--- config.mk ---
export PLATFORM = sky130hd
export DESIGN_NAME = pttx_datapath
export DESIGN_NICKNAME = d
export VERILOG_FILES = /design/src/rtl/pttx_pkg.sv /design/src/rtl/pttx_buf.sv /design/src/rtl/pttx_datapath.sv
export SDC_FILE = /design/constraint.sdc
export NUM_CORES = 2
export LEC_CHECK = 0
export BUFFER_PORTS_ARGS = -buffer_cell sky130_fd_sc_hd__buf_2
export CORE_MARGIN = 2
export CORE_UTILIZATION = 45
export CTS_BUF_LIST = sky130_fd_sc_hd__clkbuf_2 sky130_fd_sc_hd__clkbuf_4 sky130_fd_sc_hd__clkbuf_8
export DETAILED_ROUTE_END_ITERATION = 16
export GPL_TIMING_DRIVEN = 1
export SLEW_MARGIN = 10
export SYNTH_ARGS = -nofsm -noshare
export SYNTH_HDL_FRONTEND = slang
export SYNTH_SLANG_ARGS = --single-unit
--- constraint.sdc ---
create_clock -name i_clock -period 19.41 [get_ports i_clock]
set_input_delay 3.882 -clock i_clock [delete_from_list [all_inputs] [get_ports i_clock]]
set_output_delay 3.882 -clock i_clock [all_outputs]
set_load 0.01 [all_outputs]
--- src/rtl/pttx_pkg.sv ---
// Shared constants, types and carriers for the trellis transmit datapath
package pttx_pkg;

  // ---------------------------------------------------------------------
  // Coding and datapath widths
  // ---------------------------------------------------------------------
  localparam int unsigned PTTX_K_BITS = 3;
  localparam int unsigned PTTX_CODE_W = PTTX_K_BITS + 1;
  localparam int unsigned PTTX_COEF_TAPS = 21;
  localparam int unsigned PTTX_CONV_MEM = PTTX_COEF_TAPS - 1;
  localparam int unsigned PTTX_SCR_LEN = 23;
  localparam int unsigned PTTX_PREC_TAPS = 8;
  localparam int unsigned PTTX_PREC_IDX_W = $clog2(PTTX_PREC_TAPS);
  localparam int unsigned PTTX_LVL_W = 16;
  localparam int unsigned PTTX_FRAC = 12;
  localparam int unsigned PTTX_MOD_W = PTTX_FRAC + 1;
  localparam int unsigned PTTX_SIXT_SHIFT = PTTX_FRAC - 4;
  localparam logic signed [7:0] PTTX_PAM2_SIXT = 8'sh08;
  localparam logic signed [15:0] PTTX_LVL_MIN = 16'shf000;
  localparam logic signed [15:0] PTTX_LVL_MAX = 16'sh0fff;

  // ---------------------------------------------------------------------
  // Line rate and capability table
  // ---------------------------------------------------------------------
  localparam logic [5:0] PTTX_RATE_N_MIN = 6'h03;
  localparam logic [5:0] PTTX_RATE_N_MAX = 6'h24;
  localparam logic [15:0] PTTX_RATE_N_STEP = 16'h0040;
  localparam logic [15:0] PTTX_RATE_I_STEP = 16'h0008;
  localparam logic [15:0] PTTX_RATE_OVERHEAD = 16'h0008;
  localparam int unsigned PTTX_RATE_SLOTS = 34;

  // ---------------------------------------------------------------------
  // Power back-off
  // ---------------------------------------------------------------------
  localparam logic signed [8:0] PTTX_LOSS_FULL = 9'sh006;
  localparam logic [4:0] PTTX_BACKOFF_DFLT_MAX = 5'h06;
  localparam logic [7:0] PTTX_BACKOFF_MAX = 8'h1f;

  // ---------------------------------------------------------------------
  // Reset values
  // ---------------------------------------------------------------------
  localparam logic [PTTX_COEF_TAPS-1:0] PTTX_COEF_RESET = 21'h000000;
  localparam logic [4:0] PTTX_BACKOFF_RESET = 5'h06;

  typedef enum logic [1:0] {
    PTTX_MODE_PREACT,
    PTTX_MODE_ACTIVATION,
    PTTX_MODE_DATA
  } pttx_mode_t;

  typedef struct packed {
    logic [PTTX_CODE_W-1:0] code;
    logic signed [PTTX_LVL_W-1:0] level;
  } pttx_sym_t;

  typedef struct packed {
    logic signed [7:0] snr_est;
    logic signed [7:0] margin;
    logic enable;
  } pttx_margin_t;

endpackage : pttx_pkg

--- src/rtl/pttx_buf.sv ---
// Two-entry symbol buffer with valid/ready on both sides
`timescale 1ns/100ps
`default_nettype none
module pttx_buf #(
  parameter int unsigned WIDTH = 20
) (
  input wire logic i_clock,
  input wire logic i_reset,
  input wire logic i_in_valid,
  input wire logic [WIDTH-1:0] i_in_data,
  output logic o_in_ready,
  output logic o_out_valid,
  output logic [WIDTH-1:0] o_out_data,
  input wire logic i_out_ready
);

  typedef struct packed {
    logic [1:0] count;
    logic in_ready;
    logic out_valid;
    logic [WIDTH-1:0] head;
    logic [WIDTH-1:0] tail;
  } pttx_buf_state_t;

  pttx_buf_state_t st;
  pttx_buf_state_t next_st;
  logic push;
  logic pop;

  assign push = i_in_valid && st.in_ready;
  assign pop = st.out_valid && i_out_ready;

  always_comb begin
    next_st = st;
    case ({push, pop})
      2'b10: begin
        if (st.count == 2'h0) begin
          next_st.head = i_in_data;
        end else begin
          next_st.tail = i_in_data;
        end
        next_st.count = st.count + 2'h1;
      end
      2'b01: begin
        next_st.head = st.tail;
        next_st.count = st.count - 2'h1;
      end
      2'b11: begin
        if (st.count == 2'h1) begin
          next_st.head = i_in_data;
        end else begin
          next_st.head = st.tail;
          next_st.tail = i_in_data;
        end
      end
      default: begin
        next_st.count = st.count;
      end
    endcase
    // Ready as a flop keeps the source free of a combinational path
    next_st.in_ready = (next_st.count != 2'h2);
    next_st.out_valid = (next_st.count != 2'h0);
  end

  always_ff @(posedge i_clock) begin
    if (i_reset) begin
      st <= '0;
    end else begin
      st <= next_st;
    end
  end

  assign o_in_ready = st.in_ready;
  assign o_out_valid = st.out_valid;
  assign o_out_data = st.head;

endmodule : pttx_buf
`default_nettype wire

--- src/rtl/pttx_datapath.sv ---
// Transmit datapath: scrambler, packer, trellis coder, mapper, precoder, back-off and margin check
`timescale 1ns/100ps
`default_nettype none

// Operation
// - Line rate n*64+i*8+8 kbit/s supported
// - Data symbol: three info bits, one redundant
// - Sync/stuff bits bypass, scrambler holds state
// - Pack K bits, earliest bit into X1
// - K bits become K+1 bits, select level
// - Encoder outputs computed before X1 shifts
// - Tap sets A, B loaded from far end
// - Four-bit code maps to odd sixteenths
// - Filter sums coefficient times delayed output
// - Modulo wraps output into [-1, +1)
// - Data mode precoder, else mapper output
// - Probe bits mapped uncoded, no precoding
// - Probe: two-level, scrambler input constant one
// - Probe scrambler cleared before probe starts
// - Back-off conveyed to peer via handshake
// - Loss is transmit minus receive power
// - Default back-off from loss band table
// - Back-off clamped between default and 31
// - Rate listed only if margin is met
// - Both margins given: intersect rate sets
// - Line probe selected: apply negotiated margin
module pttx_datapath
  import pttx_pkg::*;
(
  input wire logic i_clock,
  input wire logic i_reset,
  input wire pttx_pkg::pttx_mode_t i_mode,
  input wire logic i_bit_valid,
  input wire logic i_bit,
  input wire logic i_bit_bypass,
  output logic o_bit_ready,
  input wire logic [pttx_pkg::PTTX_SCR_LEN-1:0] i_scr_taps,
  input wire logic i_scr_invert,
  input wire logic i_probe_start,
  input wire logic i_probe_active,
  input wire logic i_coef_load,
  input wire logic [pttx_pkg::PTTX_COEF_TAPS-1:0] i_coef_a,
  input wire logic [pttx_pkg::PTTX_COEF_TAPS-1:0] i_coef_b,
  input wire logic i_prec_load,
  input wire logic [pttx_pkg::PTTX_PREC_IDX_W-1:0] i_prec_index,
  input wire logic [pttx_pkg::PTTX_LVL_W-1:0] i_prec_value,
  output logic o_sym_valid,
  output pttx_pkg::pttx_sym_t o_sym,
  input wire logic i_sym_ready,
  input wire logic [5:0] i_rate_n,
  input wire logic [2:0] i_rate_i,
  output logic [15:0] o_line_rate_kbps,
  output logic o_rate_ok,
  input wire logic signed [7:0] i_tx_power_db,
  input wire logic signed [7:0] i_est_rx_power_db,
  input wire logic [7:0] i_backoff_request_db,
  output logic signed [8:0] o_estimated_power_loss,
  output logic [4:0] o_power_backoff_db,
  input wire logic i_line_probe_selected,
  input wire logic i_rate_eval,
  input wire logic [5:0] i_rate_slot,
  input wire logic signed [7:0] i_snr_required,
  input wire pttx_pkg::pttx_margin_t i_margin_worst,
  input wire pttx_pkg::pttx_margin_t i_margin_current,
  input wire logic i_cap_clear,
  output logic [pttx_pkg::PTTX_RATE_SLOTS-1:0] o_capability
);
  import pttx_pkg::*;

  // ---------------------------------------------------------------------
  // State
  // ---------------------------------------------------------------------
  typedef struct packed {
    logic bit_ready;
    logic [PTTX_K_BITS-1:0] word;
    logic [1:0] bit_cnt;
    logic [PTTX_SCR_LEN-1:0] scr_hist;
    logic [PTTX_CONV_MEM-1:0] conv_hist;
    logic [PTTX_COEF_TAPS-1:0] coef_a;
    logic [PTTX_COEF_TAPS-1:0] coef_b;
    logic [PTTX_PREC_TAPS-1:0][PTTX_LVL_W-1:0] prec_coef;
    logic [PTTX_PREC_TAPS-1:0][PTTX_LVL_W-1:0] prec_hist;
    logic pend;
    pttx_sym_t pend_sym;
    logic signed [8:0] loss;
    logic [4:0] backoff;
    logic [15:0] line_rate;
    logic rate_ok;
    logic [PTTX_RATE_SLOTS-1:0] cap;
  } pttx_state_t;

  pttx_state_t st;
  pttx_state_t next_st;
  logic buf_ready;

  // ---------------------------------------------------------------------
  // Helpers
  // ---------------------------------------------------------------------
  function automatic logic signed [7:0] pttx_sixteenths(input logic [PTTX_CODE_W-1:0] code);
    logic signed [7:0] lvl;
    lvl = 8'sh00;
    if (!code[3]) begin
      lvl = 8'(-15 + 2 * int'(code[2:0]));
    end else if (code[2]) begin
      lvl = 8'(1 + 2 * int'(code[1:0]));
    end else begin
      lvl = 8'(9 + 2 * int'(code[1:0]));
    end
    return lvl;
  endfunction : pttx_sixteenths

  function automatic logic signed [PTTX_LVL_W-1:0] pttx_level(input logic signed [7:0] sixt);
    // Widen before shifting so no level bits fall off the top
    return PTTX_LVL_W'(sixt) <<< PTTX_SIXT_SHIFT;
  endfunction : pttx_level

  // ---------------------------------------------------------------------
  // Next-state logic
  // ---------------------------------------------------------------------
  logic take;
  logic d_in;
  logic s_out;
  logic scr_fb;
  logic x1;
  logic y1;
  logic y0;
  logic [PTTX_K_BITS-1:0] word_full;
  logic [PTTX_COEF_TAPS-1:0] conv_taps;
  logic [PTTX_CODE_W-1:0] code;
  logic signed [PTTX_LVL_W-1:0] x_lvl;
  logic signed [31:0] acc;
  logic signed [PTTX_LVL_W-1:0] v_lvl;
  logic signed [PTTX_LVL_W:0] u_lvl;
  logic signed [PTTX_LVL_W-1:0] y_lvl;
  logic signed [8:0] loss;
  logic [4:0] backoff_dflt;
  logic [4:0] backoff_req;
  logic signed [8:0] diff_wc;
  logic signed [8:0] diff_cur;
  logic qual;

  always_comb begin
    next_st = st;
    take = 1'b0;
    d_in = i_bit;
    s_out = 1'b0;
    scr_fb = 1'b0;
    x1 = 1'b0;
    y1 = 1'b0;
    y0 = 1'b0;
    word_full = st.word;
    conv_taps = '0;
    code = '0;
    x_lvl = '0;
    acc = '0;
    v_lvl = '0;
    u_lvl = '0;
    y_lvl = '0;
    loss = '0;
    backoff_dflt = '0;
    backoff_req = '0;
    diff_wc = '0;
    diff_cur = '0;
    qual = 1'b0;

    // A symbol held for the buffer leaves before the next one forms
    if (st.pend && buf_ready) begin
      next_st.pend = 1'b0;
    end

    if (i_coef_load) begin
      next_st.coef_a = i_coef_a;
      next_st.coef_b = i_coef_b;
    end
    if (i_prec_load) begin
      next_st.prec_coef[i_prec_index] = i_prec_value;
    end

    // Scrambler: data mode uses the bit stream, probe feeds constant ones
    if (i_mode == PTTX_MODE_PREACT) begin
      take = i_probe_active && !st.pend && !i_probe_start;
      d_in = 1'b1;
    end else begin
      take = i_bit_valid && st.bit_ready;
    end
    scr_fb = ^(st.scr_hist & i_scr_taps);
    s_out = d_in ^ scr_fb ^ i_scr_invert;

    if (take) begin
      if (i_mode == PTTX_MODE_DATA && i_bit_bypass) begin
        s_out = i_bit;
      end else begin
        next_st.scr_hist = {st.scr_hist[PTTX_SCR_LEN-2:0], s_out};
      end
    end
    if (i_probe_start) begin
      next_st.scr_hist = '0;
    end

    if (take && i_mode == PTTX_MODE_DATA) begin
      word_full[st.bit_cnt] = s_out;
      next_st.word = word_full;
      next_st.bit_cnt = st.bit_cnt + 2'h1;
      if (st.bit_cnt == 2'(PTTX_K_BITS - 1)) begin
        next_st.bit_cnt = 2'h0;
        // Outputs use the register as it stands, then X1 enters it
        x1 = word_full[0];
        conv_taps = {st.conv_hist, x1};
        y1 = ^(st.coef_a & conv_taps);
        y0 = ^(st.coef_b & conv_taps);
        next_st.conv_hist = {st.conv_hist[PTTX_CONV_MEM-2:0], x1};
        code = {word_full[2], word_full[1], y1, y0};
        x_lvl = pttx_level(pttx_sixteenths(code));
        for (int k = 0; k < PTTX_PREC_TAPS; k++) begin
          acc = acc + $signed(st.prec_coef[k]) * $signed(st.prec_hist[k]);
        end
        v_lvl = PTTX_LVL_W'(acc >>> PTTX_FRAC);
        u_lvl = (PTTX_LVL_W + 1)'(x_lvl) - (PTTX_LVL_W + 1)'(v_lvl);
        // Keeping the low bits adds the multiple of two that wraps u
        y_lvl = PTTX_LVL_W'($signed(u_lvl[PTTX_MOD_W-1:0]));
        next_st.prec_hist = {st.prec_hist[PTTX_PREC_TAPS-2:0], y_lvl};
        next_st.pend = 1'b1;
        next_st.pend_sym.code = code;
        next_st.pend_sym.level = y_lvl;
      end
    end else if (take) begin
      // Uncoded two-level symbol straight from the mapper
      next_st.bit_cnt = 2'h0;
      next_st.pend = 1'b1;
      next_st.pend_sym.code = {3'h0, s_out};
      next_st.pend_sym.level = s_out ? pttx_level(PTTX_PAM2_SIXT) : pttx_level(-PTTX_PAM2_SIXT);
    end
    if (i_mode != PTTX_MODE_DATA) begin
      next_st.bit_cnt = 2'h0;
    end
    next_st.bit_ready = !next_st.pend && (i_mode != PTTX_MODE_PREACT);

    // Line rate figure for the configured n and i
    next_st.line_rate = PTTX_RATE_N_STEP * 16'(i_rate_n) + PTTX_RATE_I_STEP * 16'(i_rate_i)
                        + PTTX_RATE_OVERHEAD;
    next_st.rate_ok = (i_rate_n >= PTTX_RATE_N_MIN) && (i_rate_n <= PTTX_RATE_N_MAX);

    // Back-off: default from the loss band, request clamped to [default, 31]
    loss = 9'(i_tx_power_db) - 9'(i_est_rx_power_db);
    if (loss >= PTTX_LOSS_FULL) begin
      backoff_dflt = 5'h00;
    end else if (loss < 9'sh000) begin
      // Negative loss treated as the shortest band
      backoff_dflt = PTTX_BACKOFF_DFLT_MAX;
    end else begin
      backoff_dflt = PTTX_BACKOFF_DFLT_MAX - 5'(loss[2:0]);
    end
    backoff_req = (i_backoff_request_db > PTTX_BACKOFF_MAX) ? 5'(PTTX_BACKOFF_MAX) : i_backoff_request_db[4:0];
    next_st.backoff = (backoff_req < backoff_dflt) ? backoff_dflt : backoff_req;
    next_st.loss = loss;

    // Capability list from the probe, each margin mode a separate filter
    diff_wc = 9'(i_margin_worst.snr_est) - 9'(i_snr_required);
    diff_cur = 9'(i_margin_current.snr_est) - 9'(i_snr_required);
    qual = (!i_margin_worst.enable || diff_wc >= 9'(i_margin_worst.margin))
           && (!i_margin_current.enable || diff_cur >= 9'(i_margin_current.margin));
    if (i_cap_clear) begin
      next_st.cap = '0;
    end
    // A write in the clearing cycle still lands
    if (i_rate_eval && i_line_probe_selected && i_rate_slot < 6'(PTTX_RATE_SLOTS)) begin
      next_st.cap[i_rate_slot] = qual;
    end
  end

  always_ff @(posedge i_clock) begin
    if (i_reset) begin
      st <= '0;
      st.coef_a <= PTTX_COEF_RESET;
      st.coef_b <= PTTX_COEF_RESET;
      st.backoff <= PTTX_BACKOFF_RESET;
    end else begin
      st <= next_st;
    end
  end

  // ---------------------------------------------------------------------
  // Output buffer
  // ---------------------------------------------------------------------
  pttx_buf #(
    .WIDTH($bits(pttx_sym_t))
  ) u_buf (
    .i_clock(i_clock),
    .i_reset(i_reset),
    .i_in_valid(st.pend),
    .i_in_data(st.pend_sym),
    .o_in_ready(buf_ready),
    .o_out_valid(o_sym_valid),
    .o_out_data(o_sym),
    .i_out_ready(i_sym_ready)
  );

  assign o_bit_ready = st.bit_ready;
  assign o_line_rate_kbps = st.line_rate;
  assign o_rate_ok = st.rate_ok;
  assign o_estimated_power_loss = st.loss;
  assign o_power_backoff_db = st.backoff;
  assign o_capability = st.cap;
endmodule : pttx_datapath
`default_nettype wire

==> flow_summary.yaml <==
status:
  status: "completed"
placed_design:
  place_area_mm2: 0.07682
  pre_cts_ws_ns: 8.853
  gp_congestion: 0.9923
  dpl.hpwl_mm: 198.8
  port-buffer-count: 261
clocking:
  worstSkewPairLatency_ns: 0.87
  cts_tree: "done"
  cts_root_buffer: "clkbuf_8"
  cts_made_buffers: 86
  cts_setup_buffers: 0
  clk_pin_slew_ns: 0.06
  htree_levels: 3
  ctsHoldBuffers: 0
  clockBufferDepth: 3
  ctsResizeCount: 0
  clock-sinks: 438
final_layout:
  nNetsFinal: 10430
  final_cell_mix: "inv_1 (1769), fa_1 (1673), nand2_1 (1433), and2_1 (783), dfxtp_1 (438)"
  areaGrowthSynthToFinish_pct: 5.668
  final_common_cell: "inv_1"
  drive_above_1_share_pct: 6.085
  design_area_mm2: 0.07880
synthesis:
  synthesis.area_mm2: 0.07457
  synthCells: 8262
  synth_edf_count: 0
  ys_types: 70
  synth.top_cell.area_share_pct: 44.91
  synthFlopType: "dfxtp_1"
  ys_ff_latch: 438
  synth_top_cells_by_area: "fa_1 (45%), dfxtp_1 (12%), inv_1 (8.9%)"
  synth_area_per_cell_um2: 9.026
  ys_warn_count: 0
  yosysTopAreaCell: "fa_1"
  yosysSeqAreaShare_pct: 11.76
  postSynth.asyncResetShare_pct: 0
die:
  rows: 149
  pin_count: 268
  chipHeight_um: 411.1
  dieWidth_um: 411.1
  core_region_area_mm2: 0.1648
  start_util_pct: 45.25
  fp.dieArea_mm2: 0.1690
power_and_ir_drop:
  p_per_area_mw_per_mm2: 28.39
  p_switching_w: 0.0006527
  power.share.clock_pct: 49.1
  p_int_w: 0.001584
  vdd_drop_max_uv: 53.11
  leakagePower_nw: 38.42
  pwr-share-comb_pct: 8.5
  p_seq_share_pct: 42.4
  switching_share_pct: 29.17
  p_total_w: 0.002237
route:
  vias: 53780
  firstDrtPassIters: 7
  via_per_inst: 5.153
  ant_nets: 0
  wl_mm: 243.3
  wl_per_cell_um: 23.31
  drcViolationCount: 0
  drtIter0Drc: 4105
sta:
  tns_ns: 0
  rsz0062_at_grt: "false"
  worst_slew_pin_slew_ns: 1.135
  clock.fmax_mhz: 92.98
  worst_slack_ns: 8.655
  min_period_over_period_pct: 55.41
  relSlewSlack_pct: 24.03
  hold_slack_ns: 0.4525
  fin_crit_ns: 10.76
  clock_skew_ns: 0.06094
  maxSlewViolCount: 0
  hold_viol_final: 0
  setup_viol: 0
setup_path:
  crit_top_cell: "fa_1"
  arrival_ns: 11.52
  path_buf_inv: 5
  critPathLaunchType: "register"
  path_delay_family: "adder cells"
  worstSetupPathType: "reg -> reg"
  r2r_setup_slack_ns: 8.65
  required_ns: 20.17
  max_stage_delay_ns: 0.86
  crit_path_end_kind: "register"
  cp_max_fo: 18
  cp_slowest_cell: "dfxtp_1"
global_routing:
  grt_first_pass_wirelength_mm: 369.4
  grtUsageTotal_pct: 29.57
  grt_pass1_vias: 57500
  grt_max_degree: 115
  antenna_found_initial: 12
  grt-ovfl-total: 0
flow_run:
  maxCapViolations: 0
worst_hold_path:
  hold_path_class: "reg -> reg"
## cell usage after synthesis, types with 13 or more instances
master	number
and2_1	784
nor2_1	174
fa_1	1673
buf_4	84
nand3_1	41
o21ai_0	24
a22oi_1	18
xnor2_1	202
nor3b_1	21
nor2b_1	57
a211oi_1	18
clkbuf_1	372
dfxtp_1	438
a31oi_1	20
a21o_1	24
ha_1	408
clkbuf_2	16
xor2_1	46
inv_1	1769
buf_1	13
nand2_1	1434
a21oi_1	365
or3b_2	17
nand2b_1	77
mux2i_1	46
nor3_1	16
## per-layer routing
metal  routed length (um)  global-route usage [%]  vias to the layer above
met5                   60                       0                        -
met4                12160                   12.81                       10
met2               115700                   48.16                     1920
met1                97480                   38.41                    27750
met3                17870                   5.788                      403
li1                     -                       -                    23690
## power by group through the flow
stage,clock network (W),registers (W),logic (W)
5_1_grt,0.00116,0.000950,0.000208
2_1_floorplan,0,0.000944,0.000127
3_3_place_gp,0,0.000966,0.000186
4_1_cts,0.00113,0.000948,0.000190
3_5_place_dp,0,0.000967,0.000189
6_report,0.00110,0.000949,0.000190
## cells by family (layout without fill, tap and decap cells)
kind of cell               count (synthesis)  count (layout)  share of synthesized area (%)
and+or+nand+nor                         2661            2661                          16.97
buffers and inverters                   2265            2231                          11.88
adders and majority gates               2081            2081                          51.76
AOI/OAI and AO/OA                        514             514                          3.909
DFF                                      438             438                          11.76
xor gates and xnor gates                 253             253                          3.064
muxes                                     48              48                         0.6477
other                                      2              21                        0.01007
## registers in the layout, summed over array words and instances, names as in the netlist
name,count
u_buf.o_in_ready,1
u_buf.o_out_valid,1
o_line_rate_kbps,10
o_capability,34
st,340
u_buf.st,19
u_buf.o_out_data,17
o_power_backoff_db,5
o_rate_ok,1
o_bit_ready,1
o_estimated_power_loss,9
## worst paths after layout
path / start / end / cells after the start
setup / recovery: st[140]$_SDFFE_PP0P_ / st[97]$_SDFFE_PP0P_ / 32
hold / removal: st[92]$_SDFFE_PP0P_ / st[92]$_SDFFE_PP0P_ / 2
setup reg to reg: st[140]$_SDFFE_PP0P_ / st[97]$_SDFFE_PP0P_ / 32
hold reg to reg: st[92]$_SDFFE_PP0P_ / st[92]$_SDFFE_PP0P_ / 2
## cell type report
| type | count | area, um2 |
|---|---|---|
| well taps | 2189 | 2739 |
| diodes | 13 | 32.53 |
| clock buffers | 129 | 1638 |
| fillers | 15920 | 86010 |
| clock inverters | 26 | 310.3 |
| multi-input cells | 5565 | 57010 |
| flip-flops and latches | 438 | 8768 |
| repair buffers | 307 | 1662 |
| inverters | 1769 | 6640 |
## stage by stage
stage          utilization (%)  cells
2_1_floorplan                -   8268
3_3_place_gp             46.61  10270
3_5_place_dp             46.61  10270
4_1_cts                  47.79  10420
5_1_grt                  47.80  10430
6_report                 47.81  10440
## worst min-delay path: stages (launching register included)
cell     delay, ns
dfxtp_1       0.31
nand2_1       0.05
a21oi_1       0.05
No activity file was read; power rests on OpenSTA's default activity.
